===== config.mk =====
export PLATFORM = sky130hd
export DESIGN_NAME = csh_handshake
export DESIGN_NICKNAME = d
export VERILOG_FILES = /design/src/core/csh_handshake.v /design/src/core/csh_sync.v
export VERILOG_INCLUDE_DIRS = /design/src /design/src/core
export SDC_FILE = /design/constraint.sdc
export NUM_CORES = 1
export LEC_CHECK = 0
export BUFFER_PORTS_ARGS = -buffer_cell sky130_fd_sc_hd__buf_2
export CAP_MARGIN = 0
export CORE_MARGIN = 1.5
export CORE_UTILIZATION = 35
export DETAILED_ROUTE_END_ITERATION = 8
export PLACE_DENSITY = 0.61
export SKIP_LAST_GASP = 1
export SLEW_MARGIN = 5
export SYNTH_ARGS = -nofsm -noshare
export SYNTH_HDL_FRONTEND = slang
export SYNTH_HIERARCHICAL = 1
export SYNTH_SLANG_ARGS = --single-unit

===== constraint.sdc =====
create_clock -name i_clock -period 2.65 [get_ports i_clock]
set_clock_uncertainty 0.15 [all_clocks]
set_input_delay 0.53 -clock i_clock [delete_from_list [all_inputs] [get_ports i_clock]]
set_output_delay 0.53 -clock i_clock [all_outputs]
set_load 0.02 [all_outputs]

===== src/core/csh_defs.vh =====
/*
 * Shared constants of the configuration status handshake block.
 * Assumes inclusion by bare name from files under core/.
 */
`ifndef CSH_DEFS_VH
`define CSH_DEFS_VH

// Clock period in picoseconds (250 MHz)
`define CSH_CLK_PERIOD_PS 4000
// Picoseconds in one microsecond
`define CSH_PS_PER_US 1000000
// Default power-on reset interval in microseconds
`define CSH_POR_TIME_US 100
// Default initialization interval in clock cycles
`define CSH_INIT_CYCLES 64

// One-hot state codes
`define CSH_ST_POR 6'h01
`define CSH_ST_WAIT 6'h02
`define CSH_ST_LOAD 6'h04
`define CSH_ST_INIT 6'h08
`define CSH_ST_USER 6'h10
`define CSH_ST_ERR 6'h20

`endif


===== src/core/csh_handshake.v =====
/*
 * Status and completion line handshake of a configuration port.
 * Assumes open-drain lines resolved outside (wired-AND with pull-ups),
 * a loader that reports words and errors on i_clock, and i_nrst as
 * the power-on reset.
 */
// Operation
// - Hold status low through power-on interval
// - Drive status low on configuration error
// - External status low enters error state
// - Ignore status line once in user mode
// - Status rising after reset starts configuration
// - Hold completion low during data transfer
// - Release completion after error-free data
// - Enter user mode after completion seen high
// - Completion low ignored in user mode
// - Request low in user mode resets device
`timescale 1ns/1ps
`default_nettype none
`include "csh_defs.vh"

module csh_handshake #(
    parameter POR_TIME_US = `CSH_POR_TIME_US,
    parameter POR_CYCLES = (POR_TIME_US * `CSH_PS_PER_US + `CSH_CLK_PERIOD_PS - 1) / `CSH_CLK_PERIOD_PS,
    parameter INIT_CYCLES = `CSH_INIT_CYCLES,
    parameter CNT_W = 24
) (
    input wire i_clock,
    input wire i_nrst,
    input wire i_cfg_status_line_n,
    output reg o_cfg_status_line_n,
    output reg o_cfg_status_line_n_oe,
    input wire i_cfg_complete_line,
    output reg o_cfg_complete_line,
    output reg o_cfg_complete_line_oe,
    input wire i_cfg_request_line_n,
    input wire i_word_valid,
    input wire i_load_error,
    input wire i_load_last,
    output reg o_load_enable,
    output reg o_init_active,
    output reg o_user_mode,
    output reg o_io_tristate,
    output reg o_error
);

    localparam integer POR_LAST_I = POR_CYCLES - 1;
    localparam integer INIT_LAST_I = INIT_CYCLES - 1;
    localparam [CNT_W-1:0] POR_LAST = POR_LAST_I[CNT_W-1:0];
    localparam [CNT_W-1:0] INIT_LAST = INIT_LAST_I[CNT_W-1:0];

    wire status_s;
    wire complete_s;
    wire request_s;

    reg [5:0] state_q;
    reg [5:0] state_d;
    reg [CNT_W-1:0] cnt_q;
    reg [CNT_W-1:0] cnt_d;
    reg data_done_q;
    reg data_done_d;

    csh_sync #(.RESET_VAL(1'b0)) u_sync_status (
        .i_clock(i_clock),
        .i_nrst(i_nrst),
        .i_async(i_cfg_status_line_n),
        .o_sync(status_s)
    );
    csh_sync #(.RESET_VAL(1'b0)) u_sync_complete (
        .i_clock(i_clock),
        .i_nrst(i_nrst),
        .i_async(i_cfg_complete_line),
        .o_sync(complete_s)
    );
    csh_sync #(.RESET_VAL(1'b0)) u_sync_request (
        .i_clock(i_clock),
        .i_nrst(i_nrst),
        .i_async(i_cfg_request_line_n),
        .o_sync(request_s)
    );

    ////////////////////////////////////////////////////////////////////////
    // Helpers

    // One-hot test; a single AND term keeps the decode shallow
    function in_state;
        input [5:0] st;
        input [5:0] code;
        begin
            in_state = |(st & code);
        end
    endfunction

    // Counter step shared by the power-on and initialization intervals
    function [CNT_W-1:0] cnt_inc;
        input [CNT_W-1:0] cnt;
        begin
            cnt_inc = cnt + 1'b1;
        end
    endfunction

    // Next-state decode feeding the registered outputs
    wire nxt_por = in_state(state_d, `CSH_ST_POR);
    wire nxt_load = in_state(state_d, `CSH_ST_LOAD);
    wire nxt_init = in_state(state_d, `CSH_ST_INIT);
    wire nxt_user = in_state(state_d, `CSH_ST_USER);
    wire nxt_err = in_state(state_d, `CSH_ST_ERR);

    ////////////////////////////////////////////////////////////////////////
    // Sequencer

    always @* begin
        state_d = state_q;
        cnt_d = cnt_q;
        data_done_d = data_done_q;
        case (state_q)
            `CSH_ST_POR: begin
                // Count the power-on interval, then release status
                if (cnt_q == POR_LAST) begin
                    state_d = `CSH_ST_WAIT;
                    cnt_d = {CNT_W{1'b0}};
                end else begin
                    cnt_d = cnt_inc(cnt_q);
                end
            end
            `CSH_ST_WAIT: begin
                // Forget an earlier image so completion is pulled low again
                data_done_d = 1'b0;
                // Load starts once status reads high and request is high
                if (status_s && request_s) begin
                    state_d = `CSH_ST_LOAD;
                    data_done_d = 1'b0;
                end
            end
            `CSH_ST_LOAD: begin
                if (!request_s) begin
                    state_d = `CSH_ST_WAIT;
                end else if (i_load_error || !status_s) begin
                    // Own error or a low driven from outside
                    state_d = `CSH_ST_ERR;
                end else if (i_word_valid && i_load_last) begin
                    data_done_d = 1'b1;
                end else if (data_done_q && complete_s) begin
                    // Completion seen high after all data
                    state_d = `CSH_ST_INIT;
                    cnt_d = {CNT_W{1'b0}};
                end
            end
            `CSH_ST_INIT: begin
                if (!request_s) begin
                    state_d = `CSH_ST_WAIT;
                end else if (!status_s) begin
                    state_d = `CSH_ST_ERR;
                end else if (cnt_q == INIT_LAST) begin
                    state_d = `CSH_ST_USER;
                end else begin
                    cnt_d = cnt_inc(cnt_q);
                end
            end
            `CSH_ST_USER: begin
                // Status and completion lines are not looked at here
                // Only the request line can discard the configuration
                if (!request_s) begin
                    state_d = `CSH_ST_WAIT;
                end
            end
            `CSH_ST_ERR: begin
                // Hold status low until our own low comes back through the synchroniser;
                // a shorter pulse would echo in as a fresh external error
                if (!status_s) begin
                    state_d = `CSH_ST_WAIT;
                end
            end
            default: begin
                state_d = `CSH_ST_POR;
                cnt_d = {CNT_W{1'b0}};
            end
        endcase
    end

    always @(posedge i_clock or negedge i_nrst) begin
        if (!i_nrst) begin
            state_q <= `CSH_ST_POR;
            cnt_q <= {CNT_W{1'b0}};
            data_done_q <= 1'b0;
        end else begin
            state_q <= state_d;
            cnt_q <= cnt_d;
            data_done_q <= data_done_d;
        end
    end

    ////////////////////////////////////////////////////////////////////////
    // Registered pin and status outputs

    // Lines only ever pull low; data bit is a constant zero
    always @(posedge i_clock or negedge i_nrst) begin
        if (!i_nrst) begin
            o_cfg_status_line_n <= 1'b0;
            o_cfg_status_line_n_oe <= 1'b1;
            o_cfg_complete_line <= 1'b0;
            o_cfg_complete_line_oe <= 1'b1;
            o_load_enable <= 1'b0;
            o_init_active <= 1'b0;
            o_user_mode <= 1'b0;
            o_io_tristate <= 1'b1;
            o_error <= 1'b0;
        end else begin
            o_cfg_status_line_n <= 1'b0;
            o_cfg_status_line_n_oe <= nxt_por | nxt_err;
            o_cfg_complete_line <= 1'b0;
            // Low until all data is in, released from then until the next return to WAIT
            o_cfg_complete_line_oe <= ~data_done_d & ~nxt_init & ~nxt_user;
            o_load_enable <= nxt_load & ~data_done_d;
            o_init_active <= nxt_init;
            o_user_mode <= nxt_user;
            o_io_tristate <= ~nxt_user;
            o_error <= nxt_err;
        end
    end

endmodule

`default_nettype wire


===== src/core/csh_sync.v =====
/*
 * Two-flop synchroniser for a level from a pin.
 * Assumes the input is asynchronous to i_clock.
 */
`timescale 1ns/1ps
`default_nettype none

module csh_sync #(
    parameter RESET_VAL = 1'b1
) (
    input wire i_clock,
    input wire i_nrst,
    input wire i_async,
    output wire o_sync
);

    reg meta_q;
    reg sync_q;

    // First flop feeds only the second flop
    always @(posedge i_clock or negedge i_nrst) begin
        if (!i_nrst) begin
            meta_q <= RESET_VAL;
            sync_q <= RESET_VAL;
        end else begin
            meta_q <= i_async;
            sync_q <= meta_q;
        end
    end

    assign o_sync = sync_q;

endmodule

`default_nettype wire


==> results.md, run 1 <==
- After synthesis, the mean cell area works out to 10.0 um^2.
- Global routing used 26.3% of the available met2 tracks.
- The share of cells above drive strength 1 is 34.9%.
- The clock root buffer is clkbuf_8.
- In the layout the commonest cells are 44 x buf_4, 37 x dfrtp_1, 24 x o31ai_1, 22 x a21oi_2, 20 x or4_1.
- The post-synthesis instance area is 0.00254 mm^2.
- The count of final hold-check violations is 0.
- Summed over its instances, the top area cell type makes up 36.5% of the synthesized netlist area.
- The layer flagged by global routing as most heavily used is met2.
- The number of optimization iterations in the first detailed-route pass is 4.
- Once the floorplan was initialized, standard cells occupied 36.8% of the core.
- Along the worst hold path, the cell count comes to 1.
- The headroom to the max-slew limit is 35.9%.
- For this run, global-route usage on met1 was measured as 24.0%.
- The first global-routing pass estimated 10,300 um of wire.
- The type of element launching the critical path is a register.
- The number of cells produced by synthesis is 253.
- The antenna diode count is 0.
- In the final routed layout, each cell accounts on average for 15.2 um.
- The total count of max-transition violations in the final report is 0.
- The global routing usage on met3 is 2.45%.
- The die width is 88.2 um.
- The maximum number of pins on one net before global-route repair is 47.
- Global routing consumed, over all layers together, 16.9% of the routing resources.
- The netlist uses 52 different library cells.
- The end of the worst hold path is u_sync_status/meta_q.
- The clock transition at the register clock pins on the worst setup and hold paths after CTS is 0.08 ns.
- The power density of the placed cells is 552 mW/mm^2.
- The placed standard-cell area is 0.00291 mm^2.
- After layout, the worst setup slack is 0.166 ns.
- The most common flop cell mapped by yosys is dfrtp_1.
- CTS built an H-tree with a depth of 2.
- The kind of critical path is register to register.
- For this run, design rule violations remaining after detail routing come to 0.
- The floorplan step defined a die boundary enclosing 0.00778 mm^2.
- During synthesis, Yosys emitted a total of 6 warnings.
- dfrtp_1 takes more of the synthesized area than any other cell.
- In this run the standard cell core region covers 0.00691 mm^2.
- The final layout contains 309 nets.
- At the worst endpoint, the arrival time is 2.57 ns.
- Leaving out fill and tap cells, the most frequent cell in the layout is buf_4.
- The number of global-route vias before repair is 2,114.
- For the pin with the worst max-slew slack, the measured transition is 0.961 ns.
- Relative to the synthesized area, the layout overhead comes to 20.2%.
- Summed over all cells, the static leakage comes to 1.23 nW.
- The clock sink count is 41.
- Clock tree synthesis inserted a total of 5 buffers.
- The startpoint of the worst-slack reg-to-reg timing path is state_q[4].
- In this run the register-to-register setup slack is 0.17 ns.
- The design draws 0.00169 W.
- The I/O pin count is 17.
- After synthesis, flip-flops and latches occupy 40.6% of the total area.
- The proportion of register bits with asynchronous set or reset after synthesis is 100%.
- The minimum setup slack after placement is -0.0598 ns.
- The global placement routability congestion is 0.846.
- The post-synthesis sequential element count is 41.
- The run finished with clean final reports.
- Yosys mapped a number of flops with a built-in enable equal to 0.
- In the post-synthesis netlist, the biggest area contributors are dfrtp_1 36%, a21oi_2 7.6%, o31ai_1 7.1%, or4_1 5.9%, dfstp_2 4.1%.
- Setup violations remaining at the end of the flow were counted as 0.
- The height of the die is 88.2 um.
- For this run, the top clock speed supported by timing is 403 MHz.
- The initial antenna violation count is 0.
- In this run the tool buffered the top-level ports with 14 buffer cells.
- Setup repair after global routing left no endpoint under its margin.
- In the finished design, the share of the clock period the worst path needs comes to 93.7%.
- TritonCTS built the clock tree.
- The post-route standard cell area excluding fillers is 0.00305 mm^2.
- The worst-case clock buffer depth is 2.
- The worst hold margin is 0.186 ns.
- The endpoint identified for the worst register-to-register timing path is cnt_q[9].
- The detailed-route via count is 2,210.
- The clock period minus worst slack is 2.48 ns.
- After detailed routing, the number of vias per cell comes to 5.57.
- STA classifies the critical path endpoint as a register.
- The total half-perimeter wirelength after legalization and detailed placement is 4210 um.
- The total overflow left after global routing is 0.
- The clock latency at the later pin of the worst-skew pair is 0.30 ns.
- Along the worst path, the maximum fanout reaches 44.
- The initialized floorplan defines 30 standard-cell rows.
- The post-detailed-route count of antenna-violating nets is 0.
- The number of violations of the max-capacitance limit is 0.
- The worst voltage drop across the vdd grid is 0.000245 V.
- After routing, the total negative slack on setup checks comes to 0 ns.
- The depth of the worst register-to-register path is 6.
- The class of the tightest hold or removal check is input port to register.
- For the worst setup path, the data required time is 2.73 ns.
- The number of DRC markers after the initial detailed-route iteration is 113.
- The hold path startpoint is i_cfg_status_line_n.
- The final wirelength is 6050 um.
- Gates resized during post-CTS repair numbered 0.
==> how the worst max path moves through the flow <==
stage	startpoint	endpoint	slack (ns)	depth (start not counted)
6_report	state_q[4]	cnt_q[9]	0.17	6
5_1_grt	state_q[1]	cnt_q[1]	0.01	7
4_1_cts	state_q[4]	cnt_q[4]	0.17	6
3_5_place_dp	state_q[4]	cnt_q[9]	-0.06	6
3_3_place_gp	state_q[4]	cnt_q[9]	-0.03	6
2_1_floorplan	state_q[3]	cnt_q[10]	0.45	7
==> routing by layer <==
layer  vias to the layer above  routed length, um
met5                         -                  0
li1                       1090                  -
met1                      1071               2900
met2                        42               2870
met3                         7                187
met4                         0                 82
==> repair_timing <==
action / in CTS / in global routing
setup endpoints to repair: 4 / 0
buffers inserted: 3 / 0
hold buffers: 0 / 0
endpoints found under the hold margin: 0 / 0
==> synthesized netlist by cell type, drive strengths merged, types with 3 or more instances <==
cell   instances
inv            5
dfstp          4
o31ai         25
nand2         20
nand3          8
or4           21
and3           4
nor3           8
buf           18
o21ai         13
a21oi         25
nor4          10
nand4         14
nor2           4
and4           3
dfrtp         37
==> flip-flops by register name, summed over array words and instances (netlist names) <==
name and cells:
cnt_q 24, o_io_tristate 1, o_cfg_status_line_n_oe 1, o_load_enable 1
o_cfg_complete_line_oe 1, u_sync_status/o_sync 1, u_sync_complete/meta_q 1, u_sync_status/meta_q 1
u_sync_request/meta_q 1, u_sync_request/o_sync 1, state_q 6, u_sync_complete/o_sync 1
data_done_q 1
==> cell families after synthesis <==
logic type / synth area share [%]
AO/OA/AOI/OAI: 24.2
XOR/XNOR: 0.690
adder cells (fa/ha/maj): 0.493
buffers and inverters: 6.95
flip-flops: 40.6
multiplexers: 0.394
other: 0.148
AND/OR/NAND/NOR: 26.6
==> cell type report <==
cell class	instances	area (um^2)
clock buffers	6	82.6
clock inverters	2	37.5
fillers	686	3850
inverters	5	18.8
multi-input cells	188	1340
flip-flops and latches	41	1030
well taps	96	120
repair buffers	59	420
==> stage by stage <==
| step | util [%] | std cells |
|---|---|---|
| 6_report | 44.2 | 397 |
| 5_1_grt | 44.2 | 397 |
| 4_1_cts | 44.2 | 397 |
| 3_5_place_dp | 42.1 | 386 |
| 3_3_place_gp | 42.1 | 386 |
| 2_1_floorplan | - | 254 |
==> report_power, final <==
group          leakage [nW]  internal [W]  switching (W)
clock                0.0574      0.000307       0.000235
sequential            0.537      0.000685      0.0000335
combinational         0.634      0.000193       0.000232
total                  1.23       0.00118       0.000501
==> critical path: stages, from the launching register on <==
cell and delay, ns:
dfrtp_1 0.64, xor2_1 0.21, o211ai_4 0.27, o31ai_4 0.13, buf_4 0.27, or4_1 0.58, a21oi_2 0.15
No activity file was read; power rests on OpenSTA's default activity.
==> run 2, diff against run 1 <==
ABC_AREA = 1   (was default)
==> run 2 against run 1 <==
Sequential share of layout area is 1.0 points higher. Core utilization down 4.0 points. Highest routed layer unchanged. Die area rose by 6.8%. Worst setup slack improved by 0.17 ns. Final cell count grew 32%. Flip-flop and latch count is the same. Critical endpoint is now cnt_q[5]. Non-clock buffer count fell by 43. Sequential power is 5.1% higher. Total power shrank 1.9%. Largest power group unchanged. Clock-buffer cell count down 1. Combinational power decreased by 14%.
==> results.md, run 2 <==
- The number of buffers inserted by port buffering came to 14 (unchanged).
- The most common flop cell mapped by yosys is dfrtp_1.
- The I/O pin count was 17 (unchanged).
- The standard-cell row count is 31 (+3.3%).
- The cell leakage power was 1.39 nW (+13%).
- The number of fill cells in the layout came to 764 (+11%).
- The proportion of netlist area held by the largest area contributor was 34.1% (-2.4 points).
- STA classifies the critical path startpoint as a register.
- The initial antenna violation count is 0 (unchanged).
- The flip-flop count of the largest register, all copies and words added is 24 (unchanged).
- The share of synthesized area occupied by flip-flops and latches is 37.9% (-2.7 points).
- The power density of the placed cells is 558 mW/mm^2 (+1.1%).
- The clock transition at the register clock pins on the worst setup and hold paths after CTS is 0.08 ns (about the same).
- The data arrival at the endpoint of the critical path came to 2.36 ns (-0.21 ns).
- The buffering stage count on the worst path with inverters included is 2 (+1).
- Setup repair after global routing left no endpoint under its margin.
- The power share of the combinational group was 22.1% (-3.1 points).
- The worst voltage drop across the vdd grid is 0.000275 V (+13%).
- The number of distinct standard cells referenced by the synthesized netlist was 31 (-40%).
- The highest attainable clock frequency is 432 MHz (+7.2%).
- The routed wirelength normalized by instance count is 12.0 um (-21%).
- The worst register-to-register path begins at cnt_q[0].
- The total global routing track utilization is 16.4% (-0.55 points).
- The leading cell type by number of instances after synthesis is nand2_1.
- By count the netlist is led by 152 x nand2_1, 62 x nor2_1, 37 x dfrtp_1, 37 x inv_1, 29 x nand3_1.
- The maximum number of pins on one net before global-route repair is 42 (-11%).
- The H-tree depth is 2 (unchanged).
- The post-detailed-route via-to-cell ratio is 4.72 (-15%).
- TritonCTS built the clock tree.
- The post-route fraction of the period consumed by the critical path is 87.4% (-6.3 points).
- The signal on the critical path passes through ha_1 -> nand2_2 -> nor2_4 -> inv_2 -> nor2_2 -> nand3_2 -> nand2_1 -> nand2_2 -> nand2_4 -> inv_2 -> nand2_1 -> nand2_1.
- The post-route standard cell area excluding fillers is 0.00296 mm^2 (-3.0%).
- The number of violations of the max-capacitance limit came to 0 (unchanged).
- The worst setup path is of the register to register kind.
- The average cell area after synthesis is 6.58 um^2 (-34%).
- The final wirelength was 6300 um (+4.3%).
- The area of combinational cells with multiple inputs is 0.00145 mm^2 (+8.2%).
- The clock latency at the later pin of the worst-skew pair is 0.31 ns (about the same).
- The effective utilization at floorplan is 36.9% (+0.12 points).
- From synthesis to final layout, the design area changed by 8.93%.
- The worst endpoint required time came to 2.69 ns (-0.04 ns).
- The fraction of power spent switching nets is 33.8% (+4.1 points).
- The total number of yosys warnings is 6 (unchanged).
- The height of the die is 91.1 um (+3.3%).
- The minimum setup slack among reg-to-reg paths is 0.33 ns (+0.17 ns).
- The aggregate global routing overflow is 0 (unchanged).
- In the layout the commonest cells are 152 x nand2_1, 62 x nor2_1, 37 x inv_1, 37 x dfrtp_1, 29 x nand3_1.
- The post-detailed-route count of antenna-violating nets is 0 (unchanged).
- The number of global-route vias before repair came to 2,338 (+11%).
- The count of final hold-check violations is 0 (unchanged).
- The antenna diode count is 0 (unchanged).
- The sequential cell area is 0.00103 mm^2 (unchanged).
- The detailed-route via count is 2,482 (+12%).
- The number of cells upsized or downsized after cts was 0 (unchanged).
- The most flop-heavy register is cnt_q.
- The number of setup violations in the final report is 0 (unchanged).
- The total of hold buffers inserted after clock tree synthesis is 0 (unchanged).
- The global placement routability congestion came to 0.928 (+9.6%).
- The count of flip-flops with a built-in enable after synthesis was 0 (unchanged).
- The transition time at the pin with the least slew margin is 0.907 ns (-0.0541 ns).
- The placed standard-cell area is 0.00285 mm^2 (-2.2%).
- The worst-case clock buffer depth is 2 (unchanged).
- The delay of the slowest cell on the worst path was 0.44 ns (-0.20 ns).
- The final net count is 435 (+41%).
- The largest fanout of any net on the critical path came to 39 (-11%).
- Yosys attributes the largest share of cell area to dfrtp_1 34%, nand2_1 21%, nor2_1 8.6%, nand3_1 5.3%, inv_1 5.1%.
- The post-route DRC violation count is 0 (unchanged).
- In the final layout, the registers with the most flip-flops are cnt_q: 24 flops, state_q: 6 flops.
- The commonest non-fill, non-tap cell in the layout is nand2_1.
- The share of power burned in registers came to 45.7% (+3.1 points).
- The flow ran to the end, and the final reports show no timing, DRC or antenna violations.
- In this design, the largest share of critical-path delay is due to simple AND/OR/NAND/NOR gates.
- The post-synthesis sequential element count is 41 (unchanged).
- The clock period minus worst slack was 2.32 ns (-0.166 ns).
- The cell taking the most area after synthesis is dfrtp_1.
- The final core utilization is 40.2% (-4.0 points).
- The internal cell power is 0.00109 W (-7.6%).
- The wire length of the first global-routing pass came to 11,100 um (+8.1%).
- The tree is rooted in a clkbuf_8.
- The post-CTS repair timing setup buffer count is 0 (-3).
- The setup TNS after final layout is 0 ns (unchanged).
- The proportion of register bits with asynchronous set or reset after synthesis is 100% (unchanged).
- The headroom to the max-slew limit came to 39.5% (+3.6 points).
- The end of the worst hold path is u_sync_complete/meta_q.
- The number of cells produced by synthesis is 413 (+63%).
- The floorplan die area is 0.00831 mm^2 (+6.8%).
- The total half-perimeter wirelength after legalization and detailed placement is 4650 um (+10%).
- The share of cells above drive strength 1 is 10.1% (-25 points).
- The total count of max-transition violations in the final report came to 0 (unchanged).
- The clock sink count is 41 (unchanged).
- The clock buffer count from CTS is 5 (unchanged).
- The core area is 0.00737 mm^2 (+6.7%).
- The worst hold path depth came to 1 (unchanged).
- The die width was 91.1 um (+3.3%).
- The net switching power figure was 0.000558 W (+12%).
- The endpoint identified for the worst register-to-register timing path is cnt_q[5].
- The class of the tightest hold or removal check is input port to register.
- The hold path startpoint is i_cfg_complete_line.
- The number of optimization iterations in the first detailed-route pass is 4 (unchanged).
- The number of DRC markers after the initial detailed-route iteration is 172 (+52%).
- STA classifies the critical path endpoint as a register.
- The cell at the slowest stage of the critical path is dfrtp_1.
- The post-synthesis instance area is 0.00272 mm^2 (+7.0%).
- The depth of the worst register-to-register path is 12 (+6).
- The portion of total power attributed to the clock network is 32.1% (about the same).
- The most common cell type on the critical path is nand2_1.
[run 2: cell count changes after synthesis, sizes merged, moves of 10 or more]
cell	before	now
nor2	4	67
o21ai	13	29
nor4	10	0
o31ai	25	0
nand2	20	155
or4	21	0
inv	5	41
nand3	8	31
a21oi	25	4
[run 2: worst max-delay path by stage]
stage / from / end / slack, ns / depth (start not counted)
2_1_floorplan: cnt_q[0] / cnt_q[13] / 0.75 / 14
3_3_place_gp: cnt_q[0] / cnt_q[13] / 0.41 / 12
3_5_place_dp: cnt_q[0] / cnt_q[5] / 0.33 / 12
4_1_cts: cnt_q[0] / cnt_q[5] / 0.31 / 12
5_1_grt: cnt_q[0] / cnt_q[5] / 0.08 / 12
6_report: cnt_q[0] / cnt_q[5] / 0.33 / 12
[run 2: cells by family (layout without fill, tap and decap cells)]
logic type	after synthesis	after routing	share of synthesized area [%]
AOI/OAI and AO/OA	44	44	9.07
xor gates and xnor gates	8	8	2.58
other	1	2	0.138
buffers and inverters	52	65	8.79
and+or+nand+nor	266	266	41.0
DFF	41	41	37.9
adders and majority gates	1	1	0.460
[run 2: through the flow]
stage	instances	setup WS [ns]	hold slack [ns]	power, W
detailed placement	518	0.332	0.185	0.00114
global route	526	0.0844	0.177	0.00176
CTS	526	0.307	0.175	0.00166
global placement	518	0.411	0.181	0.00113
finish	526	0.333	0.180	0.00165
floorplan	414	0.752	0.0844	0.00104
[run 2: worst reg2reg max path, stage by stage (launching register included)]
cell and delay [ns]:
dfrtp_1 0.44, ha_1 0.34, nand2_2 0.11, nor2_4 0.18, inv_2 0.05, nor2_2 0.09, nand3_2 0.09, nand2_1 0.09
nand2_2 0.07, nand2_4 0.30, inv_2 0.15, nand2_1 0.10, nand2_1 0.05
[run 2: power by group through the flow]
| stage | sequential [W] | combinational (W) | clock, W |
|---|---|---|---|
| 2_1_floorplan | 0.000758 | 0.000278 | 0 |
| 5_1_grt | 0.000764 | 0.000433 | 0.000558 |
| 3_5_place_dp | 0.000768 | 0.000367 | 0 |
| 4_1_cts | 0.000755 | 0.000368 | 0.000537 |
| 3_3_place_gp | 0.000768 | 0.000363 | 0 |
| 6_report | 0.000756 | 0.000366 | 0.000531 |
[run 2: metal layers]
metal / up-vias / global-route usage [%] / share of wire [%] / wire length, um
met5: - / 0 / 0 / 0
met4: 0 / 5.60 / 1.4 / 86
met3: 6 / 2.01 / 3.4 / 214
met2: 39 / 25.6 / 44 / 2760
met1: 1112 / 23.4 / 51 / 3240
li1: 1325 / - / - / -
[run 2: final cells by class]
type                            count  share of cell area (%)
Clock inverter                      3                    1.56
Sequential cell                    41                    34.8
Multi-Input combinational cell    321                    49.0
Inverter                           41                    5.20
Clock buffer                        5                    2.32
Tap cell                           99                    4.18
Timing Repair Buffer               16                    2.87
==> run 3, diff against run 2 <==
--- a/config.mk
+++ b/config.mk
@@ -13,3 +13,5 @@
 export CORE_UTILIZATION = 35
+export CTS_CLUSTER_SIZE = 8
 export DETAILED_ROUTE_END_ITERATION = 8
+export MAX_ROUTING_LAYER = met4
 export PLACE_DENSITY = 0.61
==> constraint.sdc (replaced) <==
create_clock -name i_clock -period 2.65 [get_ports i_clock]
set_clock_uncertainty 0.15 [all_clocks]
set_input_delay 0.265 -clock i_clock [delete_from_list [all_inputs] [get_ports i_clock]]
set_output_delay 0.265 -clock i_clock [all_outputs]
set_load 0.02 [all_outputs]
==> run 3 against run 2 <==
Worst setup slack worse by 0.010 ns. Global-route usage up 0.79 points. Combinational power about the same. Fmax down 0.45%. Die area unchanged. First-iteration DRC count down 16%. Total power about the same. Sequential share of layout area down 0.55 points. Non-clock buffer count up 5. Critical endpoint is now cnt_q[14]. Largest power group unchanged.
==> results.md, run 3 (synthesis results as in run 2) <==
- The buffering stage count on the worst path with inverters included is 2 (unchanged).
- The routed wirelength normalized by instance count is 12.0 um (about the same).
- The post-detailed-route count of antenna-violating nets is 0 (unchanged).
- The I/O pin count was 17 (unchanged).
- The depth of the worst register-to-register path came to 12 (unchanged).
- The worst hold path depth was 4 (+3).
- Setup repair after global routing left no endpoint under its margin.
- The power density of the placed cells is 550 mW/mm^2 (-1.5%).
- The clock transition at the register clock pins on the worst setup and hold paths after CTS is 0.09 ns (about the same).
- Traced cell by cell, the critical path runs through ha_1 -> nand2_2 -> nor2_4 -> inv_2 -> nor2_2 -> nand3_2 -> nand2_1 -> nand2_2 -> nand2_4 -> inv_2 -> nand2_1 -> nand2_1.
- The clock latency at the later pin of the worst-skew pair came to 0.31 ns (about the same).
- The setup TNS after final layout was 0 ns (unchanged).
- On the critical path the largest part of the delay comes from simple AND/OR/NAND/NOR gates.
- The clock sink count is 41 (unchanged).
- The number of global-route vias before repair is 2,417 (+3.4%).
- Relative to the synthesized area, the layout overhead comes to 10.7%.
- The headroom to the max-slew limit was 38.7% (-0.78 points).
- The startpoint of the worst-slack reg-to-reg timing path is cnt_q[0].
- The worst voltage drop across the vdd grid was 0.000231 V (-16%).
- The total global routing track utilization is 17.2% (+0.79 points).
- The clock period minus worst slack came to 2.33 ns (+0.0104 ns).
- The clock buffer count from CTS is 5 (unchanged).
- The slowest stage of the critical path is the dfrtp_1 cell.
- The path with the worst hold slack has its endpoint at state_q[2].
- The total length of routed met2 wires is 2820 um (+2.0%).
- The die width is 91.1 um (unchanged).
- The height of the die is 91.1 um (unchanged).
- The largest registers in the layout are cnt_q: 24 flops, state_q: 6 flops.
- The core area was 0.00737 mm^2 (unchanged).
- The worst-case clock buffer depth was 2 (unchanged).
- The aggregate global routing overflow is 0 (unchanged).
- The initial antenna violation count is 0 (unchanged).
- The number of optimization iterations in the first detailed-route pass is 4 (unchanged).
- The run finished with clean final reports.
- The sum of routed wire segments on met1 is 3090 um (-4.7%).
- The post-route DRC violation count was 0 (unchanged).
- The top layer used by detailed routing is met4.
- TritonCTS built the clock tree.
- The number of DRC markers after the initial detailed-route iteration was 144 (-16%).
- The wire length of the first global-routing pass was 11,200 um (+0.93%).
- The flip-flop count of the largest register, all copies and words added is 24 (unchanged).
- The number of violations of the max-capacitance limit is 0 (unchanged).
- The global placement routability congestion is 0.926 (-0.24%).
- The minimum setup slack among reg-to-reg paths is 0.32 ns (about the same).
- The number of buffers inserted by port buffering came to 14 (unchanged).
- The post-CTS repair timing setup buffer count came to 0 (unchanged).
- The post-detailed-route via-to-cell ratio is 4.76 (+0.77%).
- The final wirelength is 6370 um (+0.97%).
- The total count of max-transition violations in the final report is 0 (unchanged).
- The class of the tightest hold or removal check is input port to register.
- The transition time at the pin with the least slew margin is 0.919 ns (+0.0116 ns).
- The number of fill cells in the layout is 797 (+4.3%).
- The critical path capture point type is a register.
- The count of final hold-check violations is 0 (unchanged).
- The library cell used most frequently in the layout, excluding fill and tap cells, is nand2_1.
- The register with the most flip-flops in the final layout is cnt_q.
- The H-tree depth was 2 (unchanged).
- The number of setup violations in the final report came to 0 (unchanged).
- The final core utilization is 40.8% (+0.65 points).
- CTS placed an instance of clkbuf_8 at the clock tree root.
- The data arrival at the endpoint of the critical path is 2.37 ns (about the same).
- The highest attainable clock frequency was 430 MHz (-0.45%).
- The share of cells above drive strength 1 came to 10.2% (+0.11 points).
- The cell leakage power came to 1.41 nW (+1.6%).
- STA classifies the critical path startpoint as a register.
- The total half-perimeter wirelength after legalization and detailed placement is 4680 um (+0.84%).
- The largest fanout of any net on the critical path is 35 (-10%).
- The number of gates on the worst path with buffers counted is 12 (unchanged).
- The maximum number of pins on one net before global-route repair is 42 (unchanged).
- The startpoint identified for the worst hold timing path is i_load_error.
- The standard-cell row count is 31 (unchanged).
- The post-route fraction of the period consumed by the critical path is 87.8% (+0.39 points).
- The antenna diode count is 0 (unchanged).
- In the layout the commonest cells are 152 x nand2_1, 62 x nor2_1, 37 x inv_1, 37 x dfrtp_1, 29 x nand3_1.
- The source of the critical timing path is cnt_q[0].
- The effective utilization at floorplan is 36.9% (unchanged).
- By startpoint and endpoint, the worst setup path is classified as register to register.
- The detailed-route via count is 2,525 (+1.7%).
- The worst endpoint required time is 2.70 ns (about the same).
- The most common cell type on the critical path is nand2_1.
- The reg-to-reg critical path endpoint is cnt_q[14].
- The final net count is 440 (+1.1%).
- The met3 wire length is 311 um (+45%).
- The floorplan die area is 0.00831 mm^2 (unchanged).
- The delay of the slowest cell on the worst path is 0.47 ns (+0.03 ns).
## run 3: cell types whose count changed in the layout (fill, tap and decap cells not counted)
cell,change
dlygate4sd3_1,+4
buf_4,+1
## run 3: power by group
part	total (W)	switching (W)	internal, W
Combinational	0.000369	0.000241	0.000128
Clock	0.000523	0.000241	0.000282
Sequential	0.000762	0.0000728	0.000689
## run 3: worst reg2reg max path, delay by kind of cell, from the launching register on
| kind | cells | cell delay [ns] |
|---|---|---|
| buffers and inverters | 2 | 0.19 |
| AND/OR/NAND/NOR | 9 | 1.08 |
| flip-flops | 1 | 0.47 |
| adder cells (fa/ha/maj) | 1 | 0.35 |
## run 3: timing repair
item                      in CTS  in global routing
hold endpoints to repair      40                  0
gates resized for setup        0                  0
hold buffers                   4                  0
## run 3: metal layers
| metal | vias up | GRT usage, % |
|---|---|---|
| met1 | 1122 | 22.7 |
| met5 | - | - |
| li1 | 1335 | - |
| met4 | 0 | 6.77 |
| met2 | 57 | 26.4 |
| met3 | 11 | 2.76 |
## run 3: final cells by class
cell class              instances  area, um^2  share of cell area (%)
clock buffers                   5        68.8                    2.29
clock inverters                 3        46.3                    1.54
inverters                      41         154                    5.11
multi-input cells             321        1450                    48.3
flip-flops and latches         41        1030                    34.3
well taps                      99         124                    4.12
repair buffers                 21         133                    4.41
## run 3: stage by stage
step	power [W]	std cells	hold slack (ns)	area [um^2]	worst slack, ns
floorplan	0.00104	414	-0.181	2720	0.752
global placement	0.00113	519	0.182	2850	0.433
detailed placement	0.00114	519	0.186	2850	0.341
CTS	0.00168	531	0.140	3010	0.315
global route	0.00177	531	0.184	3010	0.0650
finish	0.00165	531	0.151	3010	0.322
## run 3: how the worst max path moves through the flow
stage / end / slack, ns
final: cnt_q[14] / 0.32
after CTS: cnt_q[14] / 0.32
after global routing: cnt_q[5] / 0.06
after floorplan: cnt_q[13] / 0.75
after detailed placement: cnt_q[14] / 0.34
after global placement: cnt_q[14] / 0.43
